--- config.mk ---
export PLATFORM = sky130hd
export DESIGN_NAME = pcf_config_front
export DESIGN_NICKNAME = d
export VERILOG_FILES = /design/src/pcf_pkg.sv /design/src/pcf_sticky_bit.sv /design/src/pcf_config_front.sv
export SDC_FILE = /design/constraint.sdc
export NUM_CORES = 1
export LEC_CHECK = 0
export ABC_CLOCK_PERIOD_IN_PS = 1740
export BUFFER_PORTS_ARGS = -buffer_cell sky130_fd_sc_hd__buf_2
export CAP_MARGIN = 30
export CORE_AREA = 2 2 61 63
export DETAILED_ROUTE_END_ITERATION = 16
export DIE_AREA = 0 0 63 65
export PLACE_DENSITY = 0.91
export SLEW_MARGIN = 0
export SYNTH_ARGS = -nofsm -noshare
export SYNTH_HDL_FRONTEND = slang
export SYNTH_SLANG_ARGS = --single-unit
--- constraint.sdc ---
create_clock -name sys_clk_i -period 1.74 [get_ports sys_clk_i]
set_input_delay 0.174 -clock sys_clk_i [delete_from_list [all_inputs] [get_ports sys_clk_i]]
set_output_delay 0.174 -clock sys_clk_i [all_outputs]
set_load 0.01 [all_outputs]
--- src/pcf_pkg.sv ---
// Constants for the front of a function's configuration header: offsets,
// field positions, reset values and fixed codes.
// Assumes configuration accesses arrive as word-aligned dword cycles.
// Operation
// - Read-only maker identification at offset 00h.
// - Read-only part identification at offset 02h.
// - Command bit 10 blocks the interrupt line.
// - Bit 10 reads zero without revision features.
// - Command bit 9 always reads zero.
// - System error driver enabled by bit 8.
// - Parity error driving enabled by bit 6.
// - Command bit 5 always reads zero.
// - Write-invalidate only while bit 4 set.
// - Bit 3 zero, special cycles ignored.
// - Bus mastering only while bit 2 set.
// - Memory cycles claimed only while bit 1.
// - Bit 0 zero, no I/O claims.
// - Reserved command bits zero, all reset zero.
// - Status word at 06h resets to 0210h.
// - Interrupt needs status bit 3, no disable.
// - Status bits 10:9 fixed at 01b.
// - Master abort sets status bit 13.
package pcf_pkg;
  // Dword index of the two implemented configuration words.
  localparam logic [5:0] PCF_DW_IDENT = 6'h00;
  localparam logic [5:0] PCF_DW_CMDSTAT = 6'h01;
  // Arbitrary identification codes, not those of any real maker.
  localparam logic [15:0] PCF_MAKER_IDENT = 16'h1234;
  localparam logic [15:0] PCF_PART_IDENT = 16'h5678;
  // Command field positions.
  localparam int PCF_CMD_IO = 0;
  localparam int PCF_CMD_MEM = 1;
  localparam int PCF_CMD_MASTER = 2;
  localparam int PCF_CMD_MWI = 4;
  localparam int PCF_CMD_PERR = 6;
  localparam int PCF_CMD_SERR = 8;
  localparam int PCF_CMD_INTDIS = 10;
  // Writable command bits besides bit 10; everything else reads zero.
  localparam logic [15:0] PCF_CMD_WMASK = 16'h0156;
  localparam logic [15:0] PCF_CMD_RESET = 16'h0000;
  // Status field positions.
  localparam int PCF_ST_INT = 3;
  localparam int PCF_ST_DATAPAR = 8;
  localparam int PCF_ST_TABORT_SIG = 11;
  localparam int PCF_ST_TABORT_REC = 12;
  localparam int PCF_ST_MASTER_ABORT_SEEN = 13;
  localparam int PCF_ST_SYSERR = 14;
  localparam int PCF_ST_PARERR = 15;
  // Fixed status bits: medium decode timing and capability list.
  localparam logic [15:0] PCF_ST_FIXED = 16'h0210;
  localparam logic [15:0] PCF_ST_RESET = 16'h0210;
  // Event bits cleared by writing one.
  localparam logic [15:0] PCF_ST_W1C = 16'hf900;
endpackage : pcf_pkg

--- src/pcf_sticky_bit.sv ---
// One sticky event flag: hardware sets, software clears by writing one.
// Assumes a single clock with enable and asynchronous active-low reset.
`timescale 1ns/1ns
`default_nettype none
module pcf_sticky_bit (
  // Clock and reset.
  input wire logic sys_clk_i,
  input wire logic rst_b_i,
  input wire logic clk_en_i,
  // Set and clear requests.
  input wire logic set_i,
  input wire logic clr_i,
  // Flag value.
  output logic flag_o
);
  logic flag_q;
  logic flag_d;

  // A set in the same cycle as a clear wins, so no event is lost.
  always_comb begin
    flag_d = flag_q;
    if (set_i) begin
      flag_d = 1'b1;
    end else if (clr_i) begin
      flag_d = 1'b0;
    end
  end

  // Registers the flag; frozen while the clock enable is low.
  always_ff @(posedge sys_clk_i or negedge rst_b_i) begin
    if (!rst_b_i) begin
      flag_q <= 1'b0;
    end else if (clk_en_i) begin
      flag_q <= flag_d;
    end
  end

  assign flag_o = flag_q;

  // A set request with the clock enable high leaves the flag high, whatever the clear does.
  property p_set_wins;
    @(posedge sys_clk_i) disable iff (!rst_b_i)
    clk_en_i && set_i |=> flag_q;
  endproperty
  a_set_wins: assert property (p_set_wins)
    else $error("Set lost against clear.");
endmodule : pcf_sticky_bit
`default_nettype wire

--- src/pcf_config_front.sv ---
// Configuration header front: identification, command and status words.
// Assumes the bus front end presents decoded configuration reads and
// writes with byte enables, and reports bus events as one-cycle pulses.
`timescale 1ns/1ns
`default_nettype none
module pcf_config_front (
  // Clock, reset and clock enable.
  input wire logic sys_clk_i,
  input wire logic rst_b_i,
  input wire logic clk_en_i,
  // Configuration access port, one dword per access.
  input wire logic cfg_rd_i,
  input wire logic cfg_wr_i,
  input wire logic [5:0] cfg_dw_i,
  input wire logic [3:0] cfg_be_i,
  input wire logic [31:0] cfg_wdata_i,
  output logic [31:0] cfg_rdata_o,
  output logic cfg_rvalid_o,
  // Miscellaneous configuration feature enable.
  input wire logic rev23_features_on_i,
  // Bus events from the interface logic.
  input wire logic int_pending_i,
  input wire logic master_abort_seen_i,
  input wire logic target_abort_rcvd_i,
  input wire logic target_abort_sent_i,
  input wire logic addr_parity_err_i,
  input wire logic data_parity_err_i,
  input wire logic perr_seen_as_master_i,
  // Gates toward the bus interface logic.
  output logic intx_assert_o,
  output logic syserr_drive_o,
  output logic parity_drive_o,
  output logic write_invalidate_ok_o,
  output logic initiator_ok_o,
  output logic mem_claim_ok_o,
  output logic io_claim_ok_o,
  output logic special_claim_ok_o
);
  import pcf_pkg::*;

  // Command storage and its next value.
  logic [15:0] cmd_q;
  logic [15:0] cmd_d;
  // Live status interrupt bit and event flags.
  logic int_q;
  logic int_d;
  logic [15:0] st_set;
  logic [15:0] st_clr;
  logic [15:0] st_flags;
  logic [15:0] status_word;
  // Read data and registered gates.
  logic [31:0] rdata_q;
  logic [31:0] rdata_d;
  logic rvalid_q;
  logic rvalid_d;
  logic [7:0] gates_q;
  logic [7:0] gates_d;
  logic syserr_pulse;
  logic cmd_hit;

  assign cmd_hit = cfg_wr_i && (cfg_dw_i == PCF_DW_CMDSTAT);

  // Command next value: only writable bits, per byte lane.
  always_comb begin
    cmd_d = cmd_q;
    if (cmd_hit) begin
      if (cfg_be_i[0]) begin
        cmd_d[7:0] = cfg_wdata_i[7:0] & PCF_CMD_WMASK[7:0];
      end
      if (cfg_be_i[1]) begin
        cmd_d[15:8] = cfg_wdata_i[15:8] & PCF_CMD_WMASK[15:8];
        cmd_d[PCF_CMD_INTDIS] = cfg_wdata_i[PCF_CMD_INTDIS]
                                & rev23_features_on_i;
      end
    end
    // Interrupt disable is forced clear without revision features.
    if (!rev23_features_on_i) begin
      cmd_d[PCF_CMD_INTDIS] = 1'b0;
    end
  end

  // Command register; every bit resets to zero.
  always_ff @(posedge sys_clk_i or negedge rst_b_i) begin
    if (!rst_b_i) begin
      cmd_q <= PCF_CMD_RESET;
    end else if (clk_en_i) begin
      cmd_q <= cmd_d;
    end
  end

  // Status interrupt bit follows the source only with revision features on; disable never touches it.
  always_comb begin
    int_d = int_pending_i && rev23_features_on_i;
  end

  always_ff @(posedge sys_clk_i or negedge rst_b_i) begin
    if (!rst_b_i) begin
      int_q <= 1'b0;
    end else if (clk_en_i) begin
      int_q <= int_d;
    end
  end

  // System error is signalled only through an enabled driver.
  assign syserr_pulse = addr_parity_err_i && cmd_q[PCF_CMD_SERR];

  // Event set terms for every sticky status bit.
  always_comb begin
    st_set = 16'h0000;
    st_set[PCF_ST_PARERR] = addr_parity_err_i || data_parity_err_i;
    st_set[PCF_ST_SYSERR] = syserr_pulse;
    st_set[PCF_ST_MASTER_ABORT_SEEN] = master_abort_seen_i;
    st_set[PCF_ST_TABORT_REC] = target_abort_rcvd_i;
    st_set[PCF_ST_TABORT_SIG] = target_abort_sent_i;
    st_set[PCF_ST_DATAPAR] = perr_seen_as_master_i && cmd_q[PCF_CMD_PERR];
  end

  // Clear terms from writes of one to the upper status half.
  always_comb begin
    st_clr = 16'h0000;
    if (cmd_hit) begin
      if (cfg_be_i[2]) begin
        st_clr[7:0] = cfg_wdata_i[23:16] & PCF_ST_W1C[7:0];
      end
      if (cfg_be_i[3]) begin
        st_clr[15:8] = cfg_wdata_i[31:24] & PCF_ST_W1C[15:8];
      end
    end
  end

  // One sticky flag per event bit.
  genvar gi;
  generate
    for (gi = 0; gi < 16; gi++) begin : g_flag
      if (PCF_ST_W1C[gi]) begin : g_on
        pcf_sticky_bit u_flag (
          .sys_clk_i(sys_clk_i),
          .rst_b_i(rst_b_i),
          .clk_en_i(clk_en_i),
          .set_i(st_set[gi]),
          .clr_i(st_clr[gi]),
          .flag_o(st_flags[gi])
        );
      end else begin : g_off
        assign st_flags[gi] = 1'b0;
      end
    end
  endgenerate

  // Status word: fixed bits, live interrupt bit and sticky events.
  always_comb begin
    status_word = PCF_ST_FIXED | st_flags;
    status_word[PCF_ST_INT] = int_q;
  end

  // Read data mux by dword index; unmapped dwords read zero.
  always_comb begin
    rdata_d = rdata_q;
    rvalid_d = 1'b0;
    if (cfg_rd_i) begin
      rvalid_d = 1'b1;
      if (cfg_dw_i == PCF_DW_IDENT) begin
        rdata_d = {PCF_PART_IDENT, PCF_MAKER_IDENT};
      end else if (cfg_dw_i == PCF_DW_CMDSTAT) begin
        rdata_d = {status_word, cmd_q};
      end else begin
        rdata_d = 32'h0000_0000;
      end
    end
  end

  always_ff @(posedge sys_clk_i or negedge rst_b_i) begin
    if (!rst_b_i) begin
      rdata_q <= 32'h0000_0000;
      rvalid_q <= 1'b0;
    end else if (clk_en_i) begin
      rdata_q <= rdata_d;
      rvalid_q <= rvalid_d;
    end
  end

  // Gates toward the bus logic, computed from the next command value.
  always_comb begin
    gates_d[0] = int_d && !cmd_d[PCF_CMD_INTDIS];
    gates_d[1] = cmd_d[PCF_CMD_SERR];
    gates_d[2] = cmd_d[PCF_CMD_PERR];
    gates_d[3] = cmd_d[PCF_CMD_MWI];
    gates_d[4] = cmd_d[PCF_CMD_MASTER];
    gates_d[5] = cmd_d[PCF_CMD_MEM];
    gates_d[6] = 1'b0;
    gates_d[7] = 1'b0;
  end

  always_ff @(posedge sys_clk_i or negedge rst_b_i) begin
    if (!rst_b_i) begin
      gates_q <= 8'h00;
    end else if (clk_en_i) begin
      gates_q <= gates_d;
    end
  end

  assign cfg_rdata_o = rdata_q;
  assign cfg_rvalid_o = rvalid_q;
  assign intx_assert_o = gates_q[0];
  assign syserr_drive_o = gates_q[1];
  assign parity_drive_o = gates_q[2];
  assign write_invalidate_ok_o = gates_q[3];
  assign initiator_ok_o = gates_q[4];
  assign mem_claim_ok_o = gates_q[5];
  assign io_claim_ok_o = gates_q[6];
  assign special_claim_ok_o = gates_q[7];

  // Assertions on the visible behaviour.
  property p_ident;
    @(posedge sys_clk_i) disable iff (!rst_b_i)
    clk_en_i && cfg_rd_i && cfg_dw_i == 6'h00 |=>
      cfg_rvalid_o && cfg_rdata_o == {PCF_PART_IDENT, PCF_MAKER_IDENT};
  endproperty
  a_ident: assert property (p_ident)
    else $error("Bad ident.");

  property p_cmd_zero;
    @(posedge sys_clk_i) disable iff (!rst_b_i)
    (cmd_q & ~PCF_CMD_WMASK & ~16'h0400) == 16'h0000;
  endproperty
  a_cmd_zero: assert property (p_cmd_zero)
    else $error("Fixed bit set.");

  property p_intdis_gate;
    @(posedge sys_clk_i) disable iff (!rst_b_i)
    !rev23_features_on_i && clk_en_i |=> !cmd_q[PCF_CMD_INTDIS];
  endproperty
  a_intdis_gate: assert property (p_intdis_gate)
    else $error("Disable.");

  property p_intx;
    @(posedge sys_clk_i) disable iff (!rst_b_i)
    intx_assert_o |-> int_q && !cmd_q[PCF_CMD_INTDIS];
  endproperty
  a_intx: assert property (p_intx)
    else $error("INTx while blocked.");

  property p_mem;
    @(posedge sys_clk_i) disable iff (!rst_b_i)
    mem_claim_ok_o == cmd_q[PCF_CMD_MEM];
  endproperty
  a_mem: assert property (p_mem)
    else $error("Memory gate wrong.");

  property p_master;
    @(posedge sys_clk_i) disable iff (!rst_b_i)
    initiator_ok_o == cmd_q[PCF_CMD_MASTER] && !io_claim_ok_o;
  endproperty
  a_master: assert property (p_master)
    else $error("Master gate.");

  // The fixed status bits must reach the read data path, not just exist.
  property p_speed;
    @(posedge sys_clk_i) disable iff (!rst_b_i)
    clk_en_i && cfg_rd_i && cfg_dw_i == PCF_DW_CMDSTAT |=>
      cfg_rdata_o[26:25] == 2'b01 && cfg_rdata_o[20];
  endproperty
  a_speed: assert property (p_speed)
    else $error("Fixed status.");

  property p_master_abort_seen;
    @(posedge sys_clk_i) disable iff (!rst_b_i)
    clk_en_i && master_abort_seen_i |=> status_word[PCF_ST_MASTER_ABORT_SEEN];
  endproperty
  a_master_abort_seen: assert property (p_master_abort_seen)
    else $error("Abort lost.");

  property p_w1c;
    @(posedge sys_clk_i) disable iff (!rst_b_i)
    clk_en_i && cmd_hit && cfg_be_i[3] && cfg_wdata_i[29]
      && !master_abort_seen_i |=> !status_word[PCF_ST_MASTER_ABORT_SEEN];
  endproperty
  a_w1c: assert property (p_w1c)
    else $error("Clear failed.");

  // Hardwired command bits 9, 7, 5, 3 and 0 always read back as zero.
  property p_ro_bits;
    @(posedge sys_clk_i) disable iff (!rst_b_i)
    clk_en_i && cfg_rd_i && cfg_dw_i == PCF_DW_CMDSTAT |=>
      (cfg_rdata_o[15:0] & 16'h02a9) == 16'h0000;
  endproperty
  a_ro_bits: assert property (p_ro_bits)
    else $error("Hardwired command bit read as one.");

  // Error drivers follow their enable bits.
  property p_serr;
    @(posedge sys_clk_i) disable iff (!rst_b_i)
    syserr_drive_o == cmd_q[PCF_CMD_SERR]
      && parity_drive_o == cmd_q[PCF_CMD_PERR];
  endproperty
  a_serr: assert property (p_serr)
    else $error("Error driver gate wrong.");

  property p_mwi;
    @(posedge sys_clk_i) disable iff (!rst_b_i)
    write_invalidate_ok_o == cmd_q[PCF_CMD_MWI];
  endproperty
  a_mwi: assert property (p_mwi)
    else $error("Write-invalidate gate wrong.");

  // Without the revision features the interrupt status reads zero.
  property p_int_status;
    @(posedge sys_clk_i) disable iff (!rst_b_i)
    !rev23_features_on_i && clk_en_i |=> !status_word[PCF_ST_INT];
  endproperty
  a_int_status: assert property (p_int_status)
    else $error("Interrupt status without features.");

  // An address parity error with the driver on records a system error.
  property p_syserr_set;
    @(posedge sys_clk_i) disable iff (!rst_b_i)
    clk_en_i && addr_parity_err_i && cmd_q[PCF_CMD_SERR]
      |=> status_word[PCF_ST_SYSERR];
  endproperty
  a_syserr_set: assert property (p_syserr_set)
    else $error("System error not recorded.");

  // Main scenarios: events, interrupts, memory claims and clearing.
  c_master_abort_seen: cover property (@(posedge sys_clk_i) master_abort_seen_i);
  c_intx: cover property (@(posedge sys_clk_i) intx_assert_o);
  c_mem: cover property (@(posedge sys_clk_i) mem_claim_ok_o);
  c_w1c: cover property (@(posedge sys_clk_i) cmd_hit && cfg_be_i[3]);
endmodule : pcf_config_front
`default_nettype wire

After elaboration in Yosys (flattened, before gate mapping)
Cells that the tools add are included.
{ "totals": {"register_bits": 52, "inputBits": 55, "out_inout_bits": 41} }
{ "op_classes": {"eq_ne": 1, "mux": 21, "bitwise_logic": 1, "reduce_logical": 21} }
{ "ops": {"columns": ["cell", "count"], "rows": [
  ["two-way mux 32 bit", 2],
  ["two-way mux 16 bit", 1],
  ["two-way mux 1 bit", 14],
  ["AND reduction 2 bit", 7],
  ["nonzero test 2 bit", 6],
  ["two-way mux 11 bit", 1],
  ["two-way mux 8 bit", 1],
  ["two-way mux 7 bit", 1],
  ["== test 6 x 1 -> 1 bit, second input constant", 1],
  ["logical NOT 6 bit", 1],
  ["logical AND 1 bit", 5],
  ["two-way mux 3 bit", 1],
  ["AND 1 bit", 1],
  ["logical NOT 1 bit", 1],
  ["logical OR 1 bit", 1]
]} }

Longest topological paths before layout
{ "depth": {"word_depth": 6, "depth_mapped": 5} }

Cells and area by module
Synthesis repeated with hierarchy kept, for this count alone.
{ "hier_totals": {"hier_cells": 154, "hier_area_um2": 1539.0} }
{ "modules_own_cells": {"columns": ["module", "instances", "cells_per_inst", "area_per_inst_um2", "seq_area_each_um2"], "rows": [
  ["pcf_config_front", 1, 136, 1313.8, 600.6],
  ["pcf_sticky_bit", 6, 3, 37.5, 25.0]
]} }

Worst setup path before layout
Ideal clock, no wire load.
{ "synth_path": {"kind": "input port to flip-flop", "from": "input cfg_dw_i[2]", "to": "register cmd_q[1]", "setup_time_ns": 0.125, "t_arrival_ns": 1.408, "required_ns": 1.615, "slack_ns": 0.207, "cell_stages": 4, "n_path_buf": 1, "path_cell_list": "or4b_1 buf_2 nor3_4 mux2_2"} }
{ "synth_between": {"elab_chain_len": 3} }
{ "synth_rtl": {"columns": ["item", "line_no", "text"], "rows": [
  ["start: declaration", "pcf_config_front.sv:14", "input wire logic [5:0] cfg_dw_i,"],
  ["== test 6 x 1 -> 1 bit", "pcf_config_front.sv:61", "assign cmd_hit = cfg_wr_i && (cfg_dw_i == PCF_DW_CMDSTAT);"],
  ["logical AND 1 bit", "pcf_config_front.sv:61", null],
  ["two-way mux 11 bit", "pcf_config_front.sv:66", "if (cmd_hit) begin"],
  ["end signal: assignment", "pcf_config_front.sv:87", "cmd_q <= cmd_d;"],
  ["end: declaration", "pcf_config_front.sv:42", "logic [15:0] cmd_q;"]
]} }
No other way between the ends.
A chain may end at the register's enable or synchronous reset.

Worst setup path in the final report
{ "layout_path": {"from": "input cfg_dw_i[2]", "to": "register cmd_q[6]"} }
Same word-level chain as after synthesis.

==> flow_summary.json <==
{
  "status": "finished, final reports clean",
  "cp_max_fo": 4,
  "drive_gt1_share_pct": 37.2,
  "initial_utilization_pct": 42.8,
  "setup_viol": 0,
  "cts.sinks": 30,
  "postCtsSetupBuffers": 0,
  "clk_latency_ns": 0.33,
  "syn-instance-count": 157,
  "fp-row-count": 22,
  "nNetsFinal": 272,
  "root_buffer": "clkbuf_4",
  "diodes": 0,
  "vias_per_cell": 4.69,
  "dieArea_mm2": 0.00410,
  "grt_pass1_wl_um": 5350,
  "cp.required_ns": 1.96,
  "drc": 0,
  "routedWlPerCell_um": 12.1,
  "cp-start-kind": "primary input",
  "hold_viol_final": 0,
  "ctsResizeCount": 0,
  "core_mm2": 0.00350,
  "drt-total-wl_um": 3230,
  "crit_path_start": "cfg_dw_i[2]",
  "power.density_mw_per_mm2": 730,
  "fin_skew_ns": 0.00168,
  "slew_headroom_pct": 56.9,
  "die_w_um": 63,
  "area_delta_synth_final_pct": 23.6,
  "h-tree-depth": 2,
  "ctsLongestPathBuffers": 2,
  "clkTransAtPathRegs_ns": 0.09,
  "fin_crit_sh_pct": 77.6,
  "syn_area_mm2": 0.00150,
  "antenna_found_initial": 0,
  "grt_pass1_vias": 1161,
  "critical_path.max_stage_delay_ns": 0.60,
  "ioPinCount": 96,
  "dr_total_vias": 1248,
  "grt_max_degree": 31,
  "gr-total-overflow": 0,
  "die_h_um": 65,
  "synth-seq-cells": 30,
  "rsz0062_at_grt": "false",
  "cp-end-kind": "flip-flop",
  "grtUsageTotal_pct": 17.5,
  "fin_crit_ns": 1.35,
  "cts_made_buffers": 5,
  "place_inst": 257,
  "synth_flop_cell": "dfrtp_1",
  "p_leak_nw": 0.967,
  "arrival_ns": 1.57,
  "critical-path-slowest-cell": "or4b_1",
  "irDropWorstVdd_v": 0.000371,
  "finalSetupTns_ns": 0,
  "ys_types": 27,
  "critical-path-top-delay-family": "simple AND/OR/NAND/NOR gates",
  "ant_nets": 0,
  "drv_slew": 0,
  "tritoncts": "built",
  "place_hpwl_um": 2540,
  "avgSynthCellArea_um2": 9.54,
  "path_buf_inv": 1,
  "worstHoldStart": "target_abort_sent_i",
  "seq_area_frac_synth_pct": 50.1,
  "timing.fmax_ghz": 0.741,
  "rr_startpoint": "cmd_q[10]",
  "yosys_warnings": 0,
  "tightest_slew_ns": 0.647,
  "worstPathCellList": "buf_2, or4b_1, nor3_4, mux2_2",
  "synth_edf_count": 0,
  "dr.first_iter.drc_count": 33,
  "place_congestion": 0.783,
  "path_class": "in -> reg",
  "hold_class": "in -> reg",
  "firstDrtPassIters": 4,
  "io_buffers": 61,
  "final_cells": 266,
  "synthArstFlopShare_pct": 100,
  "max_cap_viol_count": 0
}
[sequential cells by signal, summed over array words and instances, names as in the netlist]
| signal | cells |
|---|---|
| cmd_q | 6 |
| gates_q | 1 |
| g_flag.g_on.u_flag.flag_o | 6 |
| cfg_rvalid_o | 1 |
| int_q | 1 |
| cfg_rdata_o | 15 |
[cell families (layout without fill, tap and decap cells)]
group | after synthesis | in the layout | synth area share, %
and+or+nand+nor | 63 | 63 | 21.6
buffers and inverters | 31 | 80 | 12.8
AOI/OAI and AO/OA | 27 | 27 | 11.4
muxes | 5 | 5 | 3.76
other | 1 | 13 | 0.250
DFF | 30 | 30 | 50.1
[through the flow]
step           hold slack (ns)  worst slack [ns]  utilization (%)  total power [mW]  cell area, um2
5_1_grt                 0.0337             0.382             52.9              1.44            1850
2_1_floorplan           -0.122             0.207                -             0.870            1540
6_report                0.0457             0.391             52.9              1.35            1850
4_1_cts                 0.0310             0.388             52.9              1.37            1850
3_5_place_dp             0.239            0.0369             50.9             0.942            1780
3_3_place_gp             0.228            0.0465             50.9             0.935            1780
[per-layer routing]
metal	vias up	share of wire (%)	track usage (%)
li1	629	-	-
met1	559	42	19.4
met2	55	49	30.9
met3	5	7.4	5.90
met4	0	1.5	6.67
met5	-	0	0
[worst paths after layout]
check,endpoint,slack [ns],cells past startpoint
max reg2reg,gates_q[0],0.83,2
min reg2reg,cfg_rdata_o[19],0.48,2
min,g_flag[11].g_on.u_flag.flag_o,0.05,3
max,cmd_q[6],0.39,4
min in group asynchronous,cfg_rdata_o[25],0.40,2
max in group asynchronous,cfg_rdata_o[29],0.93,2
[power by group]
group	internal, mW	switching (mW)
Sequential	0.727	0.0200
Clock	0.195	0.229
Combinational	0.0760	0.105
[worst reg2reg max path, stage by stage (launching register included)]
cell and delay (ns):
dfrtp_1 0.43, a21boi_0 0.14, o32ai_1 0.25
[repair_timing]
action	CTS	global route
hold endpoints to repair	30	0
endpoints found under the setup margin	0	0
hold buffers	1	0
[cells in the final DEF, fill, tap and decap left out, drive strengths merged, types with 5 or more instances in the layout]
cell / n
clkbuf: 7
dfrtp: 30
o21ai: 12
conb: 13
buf: 68
nand4: 6
nand2: 34
mux2: 5
o31ai: 12
nor2b: 5
nand3: 6
[area by class of cell]
cell class                 instances  area, um2
fill                             346       1650
sequential                        30        751
multi-input combinational        108        601
timing repair buffer              69        368
tap                               48       60.1
clock buffer                       7       55.1
inverter                           3       11.3
clock inverter                     1       5.00
[synthesized netlist by cell type (all sizes together) (2+ instances only)]
| master | count | share of area, % |
|---|---|---|
| and3 | 2 | 0.84 |
| buf | 23 | 11 |
| clkbuf | 5 | 1.3 |
| dfrtp | 30 | 50 |
| inv | 3 | 0.75 |
| mux2 | 5 | 3.8 |
| nand2 | 34 | 8.5 |
| nand2b | 2 | 0.84 |
| nand3 | 6 | 2.0 |
| nand4 | 6 | 2.5 |
| nor2b | 5 | 2.1 |
| o21ai | 12 | 4.0 |
| o31ai | 12 | 6.0 |
Note: power is estimated with default switching activity, not from simulation.
